## config.mk

```make
export PLATFORM = sky130hd
export DESIGN_NAME = cpu_fifo_port
export DESIGN_NICKNAME = d
export VERILOG_FILES = /design/src/hw/cpu_port_pkg.sv /design/src/hw/cpu_fifo_port.sv /design/src/hw/byte_fifo.sv
export SDC_FILE = /design/constraint.sdc
export NUM_CORES = 1
export LEC_CHECK = 0
export BUFFER_PORTS_ARGS = -buffer_cell sky130_fd_sc_hd__buf_4
export CAP_MARGIN = 40
export CORE_ASPECT_RATIO = 1.5
export CORE_MARGIN = 2
export CORE_UTILIZATION = 52
export CTS_CLUSTER_DIAMETER = 40
export CTS_CLUSTER_SIZE = 20
export DETAILED_ROUTE_END_ITERATION = 10
export GPL_TIMING_DRIVEN = 0
export HOLD_SLACK_MARGIN = 0.12
export PLACE_DENSITY = 0.73
export RECOVER_POWER = 100
export SLEW_MARGIN = 20
export SYNTH_ARGS = -nofsm -noshare
export SYNTH_HDL_FRONTEND = slang
export SYNTH_SLANG_ARGS = --single-unit
```

## constraint.sdc

```tcl
create_clock -name mclk -period 7.85 [get_ports mclk]
set_input_delay 0.785 -clock mclk [delete_from_list [all_inputs] [get_ports mclk]]
set_output_delay 0.785 -clock mclk [all_outputs]
set_load 0.02 [all_outputs]
```

## src/hw/cpu_port_pkg.sv

```systemverilog
// Purpose: Shared constants for the CPU-style FIFO port
// Assumes: 100 MHz mclk
// Notes: Address bit selects data FIFO or status word
package cpu_port_pkg;
    localparam int DATA_W = 8;
    localparam int FIFO_DEPTH = 4;
    localparam logic ADDR_DATA = 1'b0;
    localparam logic ADDR_STATUS = 1'b1;
    // Status word field positions
    localparam int ST_TX_VALID = 0;
    localparam int ST_RX_SPACE = 1;
    localparam int ST_SUSPEND = 2;
    localparam int ST_ENABLED = 3;
    localparam logic [7:0] STATUS_RESET = 8'h00;
    localparam logic [7:0] DATA_RESET = 8'h00;
    // Strobe filter: three stages, last two must agree
    localparam int SYNC_STAGES = 3;
    localparam int CLK_PERIOD_NS = 10;
    localparam int STROBE_MIN_NS = 30;
    localparam int STROBE_MIN_CYC = (STROBE_MIN_NS + CLK_PERIOD_NS - 1) / CLK_PERIOD_NS;
endpackage

```

## src/hw/cpu_fifo_port.sv

```systemverilog
// Purpose: Device side of the CPU-style parallel FIFO port
// Assumes: Pins arrive asynchronously; internal buffers run on mclk
// Notes: Address bit 0 selects data, 1 selects the status word
`timescale 1ns/100ps
// Notes on behaviour
// RL1 - Port drives and accepts pins only when configuration selects this mode; power_enable_n is driven in every mode.
// RL2 - Eight-bit two-way data bus; driven on reads, sampled on writes.
// RL3 - Strobes count only while chip select is low.
// RL4 - Low read strobe fetches a byte from the transmit path.
// RL5 - Low write strobe captures the bus byte into the receive path.
// RL6 - Send-immediate low, not suspended, flushes receive data on next bulk-IN.
// RL7 - Power enable output high while suspended, low otherwise.
// RL8 - Address bit picks data FIFO or buffer status word.
module cpu_fifo_port
(
    // Clock and reset
    input wire logic mclk,
    input wire logic reset_n,
    // Configuration
    input wire logic cpu_mode_sel,
    input wire logic usb_suspended,
    // CPU pins
    input wire logic [cpu_port_pkg::DATA_W-1:0] host_data_bus_in,
    output logic [cpu_port_pkg::DATA_W-1:0] host_data_bus_out,
    output logic host_data_bus_oe,
    input wire logic chip_sel_n,
    input wire logic addr_select_bit,
    input wire logic rd_strobe_n,
    input wire logic wr_strobe_n,
    input wire logic send_now_n,
    output logic power_enable_n,
    // Transmit path from USB (bytes to CPU)
    input wire logic tx_valid,
    output logic tx_ready,
    input wire logic [cpu_port_pkg::DATA_W-1:0] tx_data,
    // Receive path to USB (bytes from CPU)
    output logic rx_valid,
    input wire logic rx_ready,
    output logic [cpu_port_pkg::DATA_W-1:0] rx_data,
    // Flush request for next bulk-IN
    output logic flush_req
);
    import cpu_port_pkg::*;

    typedef enum logic [1:0] {ST_IDLE = 2'b00, ST_READ = 2'b01, ST_WRITE = 2'b11,
        ST_HOLD = 2'b10} port_state_t;

    // Three-stage synchronisers, stage 0 read only by stage 1
    logic [SYNC_STAGES-1:0] cs_s_q;
    logic [SYNC_STAGES-1:0] rd_s_q;
    logic [SYNC_STAGES-1:0] wr_s_q;
    logic [SYNC_STAGES-1:0] si_s_q;
    logic [SYNC_STAGES-1:0] a0_s_q;
    logic [SYNC_STAGES-1:0] cfg_s_q;
    logic cs_q, rd_q, wr_q, si_q, a0_q;
    logic si_prev_q;
    logic susp_q;
    port_state_t state_q, state_d;
    logic [DATA_W-1:0] dout_q, dout_d;
    logic oe_q;
    logic flush_q;
    logic pwr_q;
    logic [DATA_W-1:0] wdata_q;
    logic fifo_in_valid_q;
    logic tx_ready_q;

    function automatic logic agreed(input logic [SYNC_STAGES-1:0] s, input logic old);
        agreed = (s[1] == s[2]) ? s[2] : old;
    endfunction

    always_ff @(posedge mclk or negedge reset_n)
    begin
        if (!reset_n)
        begin
            cs_s_q <= '1;
            rd_s_q <= '1;
            wr_s_q <= '1;
            si_s_q <= '1;
            a0_s_q <= '0;
            cfg_s_q <= '0;
        end
        else
        begin
            cs_s_q <= {cs_s_q[1:0], chip_sel_n};
            rd_s_q <= {rd_s_q[1:0], rd_strobe_n};
            wr_s_q <= {wr_s_q[1:0], wr_strobe_n};
            si_s_q <= {si_s_q[1:0], send_now_n};
            a0_s_q <= {a0_s_q[1:0], addr_select_bit};
            cfg_s_q <= {cfg_s_q[1:0], cpu_mode_sel};
        end
    end

    // Filtered levels; a change counts once the last two stages agree
    logic cfg_q;
    always_ff @(posedge mclk or negedge reset_n)
    begin
        if (!reset_n)
        begin
            cs_q <= 1'b1;
            rd_q <= 1'b1;
            wr_q <= 1'b1;
            si_q <= 1'b1;
            a0_q <= 1'b0;
            cfg_q <= 1'b0;
            si_prev_q <= 1'b1;
        end
        else
        begin
            cs_q <= agreed(cs_s_q, cs_q);
            rd_q <= agreed(rd_s_q, rd_q);
            wr_q <= agreed(wr_s_q, wr_q);
            si_q <= agreed(si_s_q, si_q);
            a0_q <= agreed(a0_s_q, a0_q);
            cfg_q <= agreed(cfg_s_q, cfg_q);
            si_prev_q <= si_q;
        end
    end

    // Receive FIFO between CPU writes and the USB side
    logic fifo_in_ready;
    byte_fifo #(.WIDTH(DATA_W), .DEPTH(FIFO_DEPTH)) u_rx_fifo (
        .mclk(mclk),
        .reset_n(reset_n),
        .in_valid(fifo_in_valid_q),
        .in_ready(fifo_in_ready),
        .in_data(wdata_q),
        .out_valid(rx_valid),
        .out_ready(rx_ready),
        .out_data(rx_data)
    );

    wire logic sel = cfg_q && !cs_q; // [RL1] [RL3]
    wire logic rd_req = sel && !rd_q; // [RL4]
    wire logic wr_req = sel && !wr_q && rd_q; // [RL5]
    wire logic data_sel = (a0_q == ADDR_DATA); // [RL8]
    wire logic [DATA_W-1:0] status_word = {4'h0, cfg_q, susp_q, fifo_in_ready, tx_valid};
    wire logic tx_take = (state_q == ST_IDLE) && rd_req && data_sel && tx_valid;
    wire logic rx_push = (state_q == ST_IDLE) && wr_req && data_sel && fifo_in_ready;
    wire logic si_fall = si_prev_q && !si_q && cfg_q && !susp_q; // [RL6]

    assign tx_ready = tx_ready_q;

    always_comb
    begin
        state_d = state_q;
        dout_d = dout_q;
        case (state_q)
            ST_IDLE:
            begin
                if (rd_req)
                begin
                    state_d = ST_READ;
                    dout_d = data_sel ? (tx_valid ? tx_data : DATA_RESET) : status_word; // [RL8]
                end
                else if (wr_req)
                    state_d = ST_WRITE;
            end
            ST_READ:
                if (!rd_req)
                    state_d = ST_HOLD;
            ST_WRITE:
                if (!wr_req)
                    state_d = ST_HOLD;
            ST_HOLD:
                state_d = ST_IDLE;
            default:
                state_d = ST_IDLE;
        endcase
    end

    always_ff @(posedge mclk or negedge reset_n)
    begin
        if (!reset_n)
        begin
            state_q <= ST_IDLE;
            dout_q <= DATA_RESET;
            oe_q <= 1'b0;
            wdata_q <= DATA_RESET;
            fifo_in_valid_q <= 1'b0;
            flush_q <= 1'b0;
            pwr_q <= 1'b1;
            susp_q <= 1'b1;
            tx_ready_q <= 1'b0;
        end
        else
        begin
            state_q <= state_d;
            dout_q <= dout_d;
            oe_q <= rd_req; // [RL2]
            fifo_in_valid_q <= rx_push; // [RL5]
            if (rx_push)
                wdata_q <= host_data_bus_in; // [RL2]
            flush_q <= si_fall; // [RL6]
            susp_q <= usb_suspended;
            pwr_q <= usb_suspended; // [RL7]
            // Registered so the handshake does not ride on tx_valid combinationally
            tx_ready_q <= tx_take; // [RL4]
        end
    end

    assign host_data_bus_out = dout_q;
    assign host_data_bus_oe = oe_q;
    assign flush_req = flush_q;
    assign power_enable_n = pwr_q;
endmodule

```

## src/hw/byte_fifo.sv

```systemverilog
// Purpose: Small FIFO with valid/ready on both sides
// Assumes: Depth is a power of two
// Notes: Read data come from a register
`timescale 1ns/100ps
module byte_fifo #(
    parameter int WIDTH = 8,
    parameter int DEPTH = 4
)
(
    // Clock and reset
    input wire logic mclk,
    input wire logic reset_n,
    // Fill side
    input wire logic in_valid,
    output logic in_ready,
    input wire logic [WIDTH-1:0] in_data,
    // Drain side
    output logic out_valid,
    input wire logic out_ready,
    output logic [WIDTH-1:0] out_data
);
    localparam int AW = $clog2(DEPTH);
    // Refused at elaboration: pointer wrap needs a power of two
    if (DEPTH < 2 || (1 << AW) != DEPTH)
    begin
        $error("byte_fifo depth must be a power of two, at least 2");
    end
    logic [WIDTH-1:0] mem_q [DEPTH];
    logic [AW:0] wp_q;
    logic [AW:0] rp_q;
    logic [AW:0] count_q;
    logic [WIDTH-1:0] out_q;
    logic out_valid_q;
    wire logic push = in_valid && in_ready;
    wire logic empty_mem = (wp_q == rp_q);
    wire logic pop_mem = !empty_mem && (!out_valid_q || out_ready);
    // Output register holds one of the DEPTH words, so it counts too
    wire logic [AW:0] held = (wp_q - rp_q) + {{AW{1'b0}}, out_valid_q};
    assign in_ready = held != (AW+1)'(DEPTH);
    assign out_valid = out_valid_q;
    assign out_data = out_q;
    always_ff @(posedge mclk)
    begin
        if (push)
            mem_q[wp_q[AW-1:0]] <= in_data;
    end
    always_ff @(posedge mclk or negedge reset_n)
    begin
        if (!reset_n)
        begin
            wp_q <= '0;
            rp_q <= '0;
            out_q <= '0;
            out_valid_q <= 1'b0;
            count_q <= '0;
        end
        else
        begin
            if (push)
                wp_q <= wp_q + (AW+1)'(1);
            if (pop_mem)
            begin
                rp_q <= rp_q + (AW+1)'(1);
                out_q <= mem_q[rp_q[AW-1:0]];
            end
            if (pop_mem)
                out_valid_q <= 1'b1;
            else if (out_ready)
                out_valid_q <= 1'b0;
            count_q <= held;
        end
    end
endmodule

```

Word level (Yosys, flattened, before mapping)
Memory sizes are Yosys's and may differ from the RTL's. A register that Yosys moved wholly into a read port is not among the register bits.
Index checks and enable logic that the tools add are counted.
Word-level totals
  bits of input ports: 27
  register bits after elaboration: 55
  memories: 1
  memory bits (writable): 32
  word-level logic and storage cells: 83
  output and inout bits: 21
Memories
  u_rx_fifo.mem_q: words 4, bits a word 8, rd ports 1, clocked after memory_dff 1, wr ports 1, RTL line byte_fifo.sv:28  | logic [WIDTH-1:0] mem_q [DEPTH];
Cells by class
  bitwise operators: 1
  multiplexer cells: 11
  add/subtract/negate cells: 4
  equality and inequality tests: 14
  reductions and logical operators: 28
Operators by type and width (number)
  $mux 8: 2
  $logic_and 1x1->1: 15
  $logic_not 1->1: 8
  $mux 2: 4
  $pmux 2 s4: 1
  $add 3x1->3 const B: 2
  $eq 1x1->1: 6
  $ne 3x3->1 const B: 2
  $eq 2x2->1 const B: 2
  $mux 1: 4
  $ne 2x2->1 const B: 2
  $add 3x1->3: 1
  $eq 3x3->1: 1
  $reduce_and 3->1: 1
  $sub 3x3->3: 1
  $eq 2x1->1 const B: 1
  $logic_not 2->1: 1
  $reduce_and 2->1: 1
  $reduce_bool 2->1: 1
  $logic_or 1x1->1: 1
  $not 1->1: 1

Logic depth before layout (Yosys ltp)
  depth after elaboration: 7
  gate-level depth with buffers: 10
  gate-level depth less buffers: 9

By module
Synthesis repeated with hierarchy kept, for this count alone.
Second synthesis, totals
  cells, all modules: 206
  area total of the unflattened synthesis: 3652.3 µm²
By module, submodules not included
  byte_fifo: cells each 102, area each 1970.6 µm², instances 1
  cpu_fifo_port: cells each 104, area each 1681.6 µm², instances 1

Worst setup path after synthesis
OpenSTA, ideal clock, no wires.
  path kind: register to register
  start point: register u_rx_fifo.rp_q[1]
  end point: memory u_rx_fifo.mem_q[0][0], enable pin
  stages on the path, launching flop included: 9
  setup time: 0.332 ns
  clock period less this slack: 2.708 ns
  buffers on the path: 1
  data arrival time: 2.376 ns
  slack: 5.142 ns
  path through: dfrtp_1 clkbuf_1 inv_1 ha_1 fa_1 xor2_1 xnor2_1 or2_2 and3_1
Between the ends
  word-level cells in the longest chain between the ends: 6
RTL lines
  from (decl): RTL line byte_fifo.sv:30  | logic [AW:0] rp_q;
  from (signal assigned): RTL line byte_fifo.sv:63  | rp_q <= rp_q + (AW+1)'(1);
  $sub 3x3->3: RTL line byte_fifo.sv:38  | wire logic [AW:0] held = (wp_q - rp_q) + {{AW{1'b0}}, out_valid_q};
  $add 3x1->3: RTL line byte_fifo.sv:38
  $ne 3x3->1: RTL line byte_fifo.sv:39  | assign in_ready = held != (AW+1)'(DEPTH);
  $logic_and 1x1->1: RTL line byte_fifo.sv:34  | wire logic push = in_valid && in_ready;
  $mux 1: RTL line byte_fifo.sv:44  | if (push)
  $mux 1 (implied by the code): RTL line byte_fifo.sv:45  | mem_q[wp_q[AW-1:0]] <= in_data;
  to (decl): RTL line byte_fifo.sv:28
No other way between the ends.

==> flow_summary_export.csv <==
group,metric,value,unit
global_route,track_usage,16.3,%
floorplanning,die_h,106,um
clock_network,cts_resized,0,
clock_network,h-tree-depth,3,
floorplanning,die-area,7590,sq um
yosys,yosysWarnings,0,
flow_run,drv_cap,1,
routing,wirelength,5.56,mm
placement,place_congestion,0.755,
layout,syn_to_final_growth,14.2,%
sta,min_period,3.47,ns
critical_path,rr_startpoint,"u_rx_fifo.rp_q[1]",
clock_network,cts_buffers,9,
placement,pre_cts_slack,4.57,ns
floorplanning,core-area,6760,sq um
yosys,yosysSeqAreaShare,71.3,%
sta,hold_viol_final,0,
floorplanning,initial_core_util,53.1,%
yosys,yosys_register_bits,95,
critical_path,crit_slowest_cell,"clkbuf_1",
clock_network,cts_tree,"built",
yosys,synth_top_family_by_area,"multiplexers",
yosys,synth.distinct_cells,38,
yosys,synth_nets,245,
routing,ant_nets,0,
yosys,yosys.area_share.simple,5.13,%
floorplanning,rows,37,
global_route,grt_pass1_vias,1851,
placement,hpwl,3.82,mm
power_and_ir_drop,total_power,1.38,mW
sta,max_slew_margin,-108,%
placement,placedCellCount,334,
yosys,syn_area,3590,sq um
routing,vias_per_cell,5.23,
layout,diodes,0,
critical_path,worstPathRequired,7.61,ns
clock_network,cts_sinks,95,
layout,drive_gt1_share,27.8,%
layout,fin_util,60.6,%
clock_network,path_clk_slew,0.08,ns
critical_path,cp_max_fo,60,
critical_path,critPathTopFamily,"buffers and inverters",
sta,fin_crit_sh,44.2,%
critical_path,path_cells,"clkbuf_1 > clkbuf_1",
routing,vias,1837,
sta,setup_viol_count_final,0,
sta,worst_pin_slew,3.12,ns
layout,nets,304,
clock_network,postCtsSetupBuffers,0,
critical_path,crit_type,"in -> async",
clock_network,root_buffer,"clkbuf_8",
global_route,grt_overflow,0,
floorplanning,top_level_ports,48,
layout,final_cells,351,
routing,drt_iter0_drc,64,
sta,fin_ws,4.38,ns
yosys,synth_area_per_cell,17.2,sq um
critical_path,worst_setup_path_start_kind,"primary input",
sta,skew,0.00679,ns
yosys,synthXorXnorAreaFrac,2.16,%
global_route,antenna_found_initial,0,
critical_path,critPathMaxStageDelay,2.22,ns
yosys,synth_fa_ha_area_share,5.02,%
power_and_ir_drop,power_per_cell_area,337,nW/um^2
sta,rsz0062_at_grt,"no",
sta,slew_violations,61,
global_route,grt_max_degree,64,
clock_network,worstSkewPairLatency,0.34,ns
yosys,synth.area.top_cells,"dfrtp_1 (31%), edfxtp_1 (27%), dfstp_2 (13%)",
routing,dr.pass1.iters,4,
critical_path,crit_buf_inv,2,
power_and_ir_drop,peakVddDrop,0.000248,V
power_and_ir_drop,p_leak,1.67,nW
min_path,hp-class,"in -> async",
critical_path,crit_top_cell,"clkbuf_1",
clock_network,postCtsHoldBufs,0,
floorplanning,die_w,71.8,um
status,status,"complete, but fails checks",
placement,port_buffers,47,
yosys,synth_mux_area_share,11.2,%
yosys,yosysTopAreaCell,"dfrtp_1",
status,failed_checks,"capacitance limit, slew limit",
yosys,synth_top_area_share,31.4,%
yosys,syn_inst,209,
global_route,grt_pass1_wl,8.99,mm
sta,setup_tns,0,ns
yosys,synth_compound_area_share,3.35,%
clock_network,cts_buffer_depth,2,
critical_path,cp-startpoint,"reset_n",
critical_path,worstPathArrival,3.23,ns
critical_path,critPathCaptureType,"async pin",
routing,drc,0,
routing,wl_per_cell,15.8,um
sta,timing.fmax,288,MHz
flip-flops by register name, summed over array words and instances (netlist names), 2 cells and up:
signal and cells:
a0_s_q 3, si_s_q 3, wr_s_q 3, rd_s_q 3, state_q 2, u_rx_fifo.out_data 8
u_rx_fifo.wp_q 3, wdata_q 8, cfg_s_q 3, cs_s_q 3, u_rx_fifo.mem_q 32, u_rx_fifo.rp_q 3
host_data_bus_out 8
cells in the mapped netlist, drive strengths merged:
| cell | instances |
|---|---|
| xnor2 | 6 |
| a22oi | 1 |
| nor2b | 4 |
| a31oi | 1 |
| nand2 | 13 |
| a21oi | 4 |
| mux4 | 8 |
| nor4bb | 1 |
| nand2b | 2 |
| fa | 1 |
| nand4b | 2 |
| edfxtp | 32 |
| buf | 4 |
| and3 | 3 |
| dfrtp | 45 |
| nor3 | 2 |
| o21a | 1 |
| o21ai | 12 |
| or4b | 1 |
| o211ai | 1 |
| clkbuf | 2 |
| maj3 | 6 |
| or2 | 2 |
| mux2 | 17 |
| or4 | 1 |
| inv | 7 |
| o32a | 1 |
| dfstp | 18 |
| nor2 | 1 |
| ha | 8 |
| xor2 | 2 |
layer usage:
layer  share of wire, %  GRT usage (%)  vias up
met5                  0              0        -
met4                2.0           7.28        0
met3                3.3           4.49        8
met2                 55           27.8       29
met1                 40           19.0      930
li1                   -              -      870
cell families after synthesis:
family	after synthesis
adder cells (fa/ha/maj)	15
AO/OA/AOI/OAI	21
flip-flops	95
XOR/XNOR	8
multiplexers	25
buffers and inverters	13
AND/OR/NAND/NOR	32
stage by stage:
stage	area, sq um	hold slack [ns]
floorplan	3590	0.331
global placement	4040	0.334
detailed placement	4040	0.339
CTS	4220	0.357
global route	4100	0.239
finish	4100	0.250
path summary, 6_finish.rpt:
kind	endpoint	slack (ns)	depth (start not counted)
min reg2reg	a0_s_q[1]	0.35	0
max in group mclk	wdata_q[5]	4.48	9
max reg2reg	wdata_q[5]	4.48	9
min	u_rx_fifo.out_data[3]	0.25	1
max	wdata_q[6]	4.38	2
min in group mclk	a0_s_q[1]	0.35	0
cells in the final DEF, fill, tap and decap left out, types with 2 or more instances in the layout:
cell,synthesis,routed
ha_1,8,8
nand2_1,13,13
xor2_1,2,2
mux2_2,9,9
dfrtp_1,45,45
o21ai_0,11,12
a21oi_1,4,4
nand4b_1,2,2
clkbuf_4,0,7
clkinv_2,0,3
xnor2_1,5,5
nand2b_1,1,2
buf_4,2,20
dfstp_2,18,14
nor2b_1,4,4
clkbuf_8,0,9
and3_1,3,3
edfxtp_1,32,32
dfstp_1,0,4
or2_2,2,2
clkbuf_1,2,29
mux2_1,0,8
inv_1,7,7
maj3_1,6,6
mux4_2,8,8
cell type report:
type                    instances  area [sq um]
flip-flops and latches         95          2560
fillers                       562          2660
well taps                      78          97.6
plain buffers                   6          26.3
inverters                       7          26.3
multi-input cells             101           931
clock buffers                  11           131
repair buffers                 48           278
clock inverters                 5          48.8
report_power, final:
part | switching, mW | internal [mW]
clock network | 0.149 | 0.145
registers | 0.0644 | 0.625
logic | 0.220 | 0.178
total | 0.433 | 0.948
(Power assumes the default switching activity.)
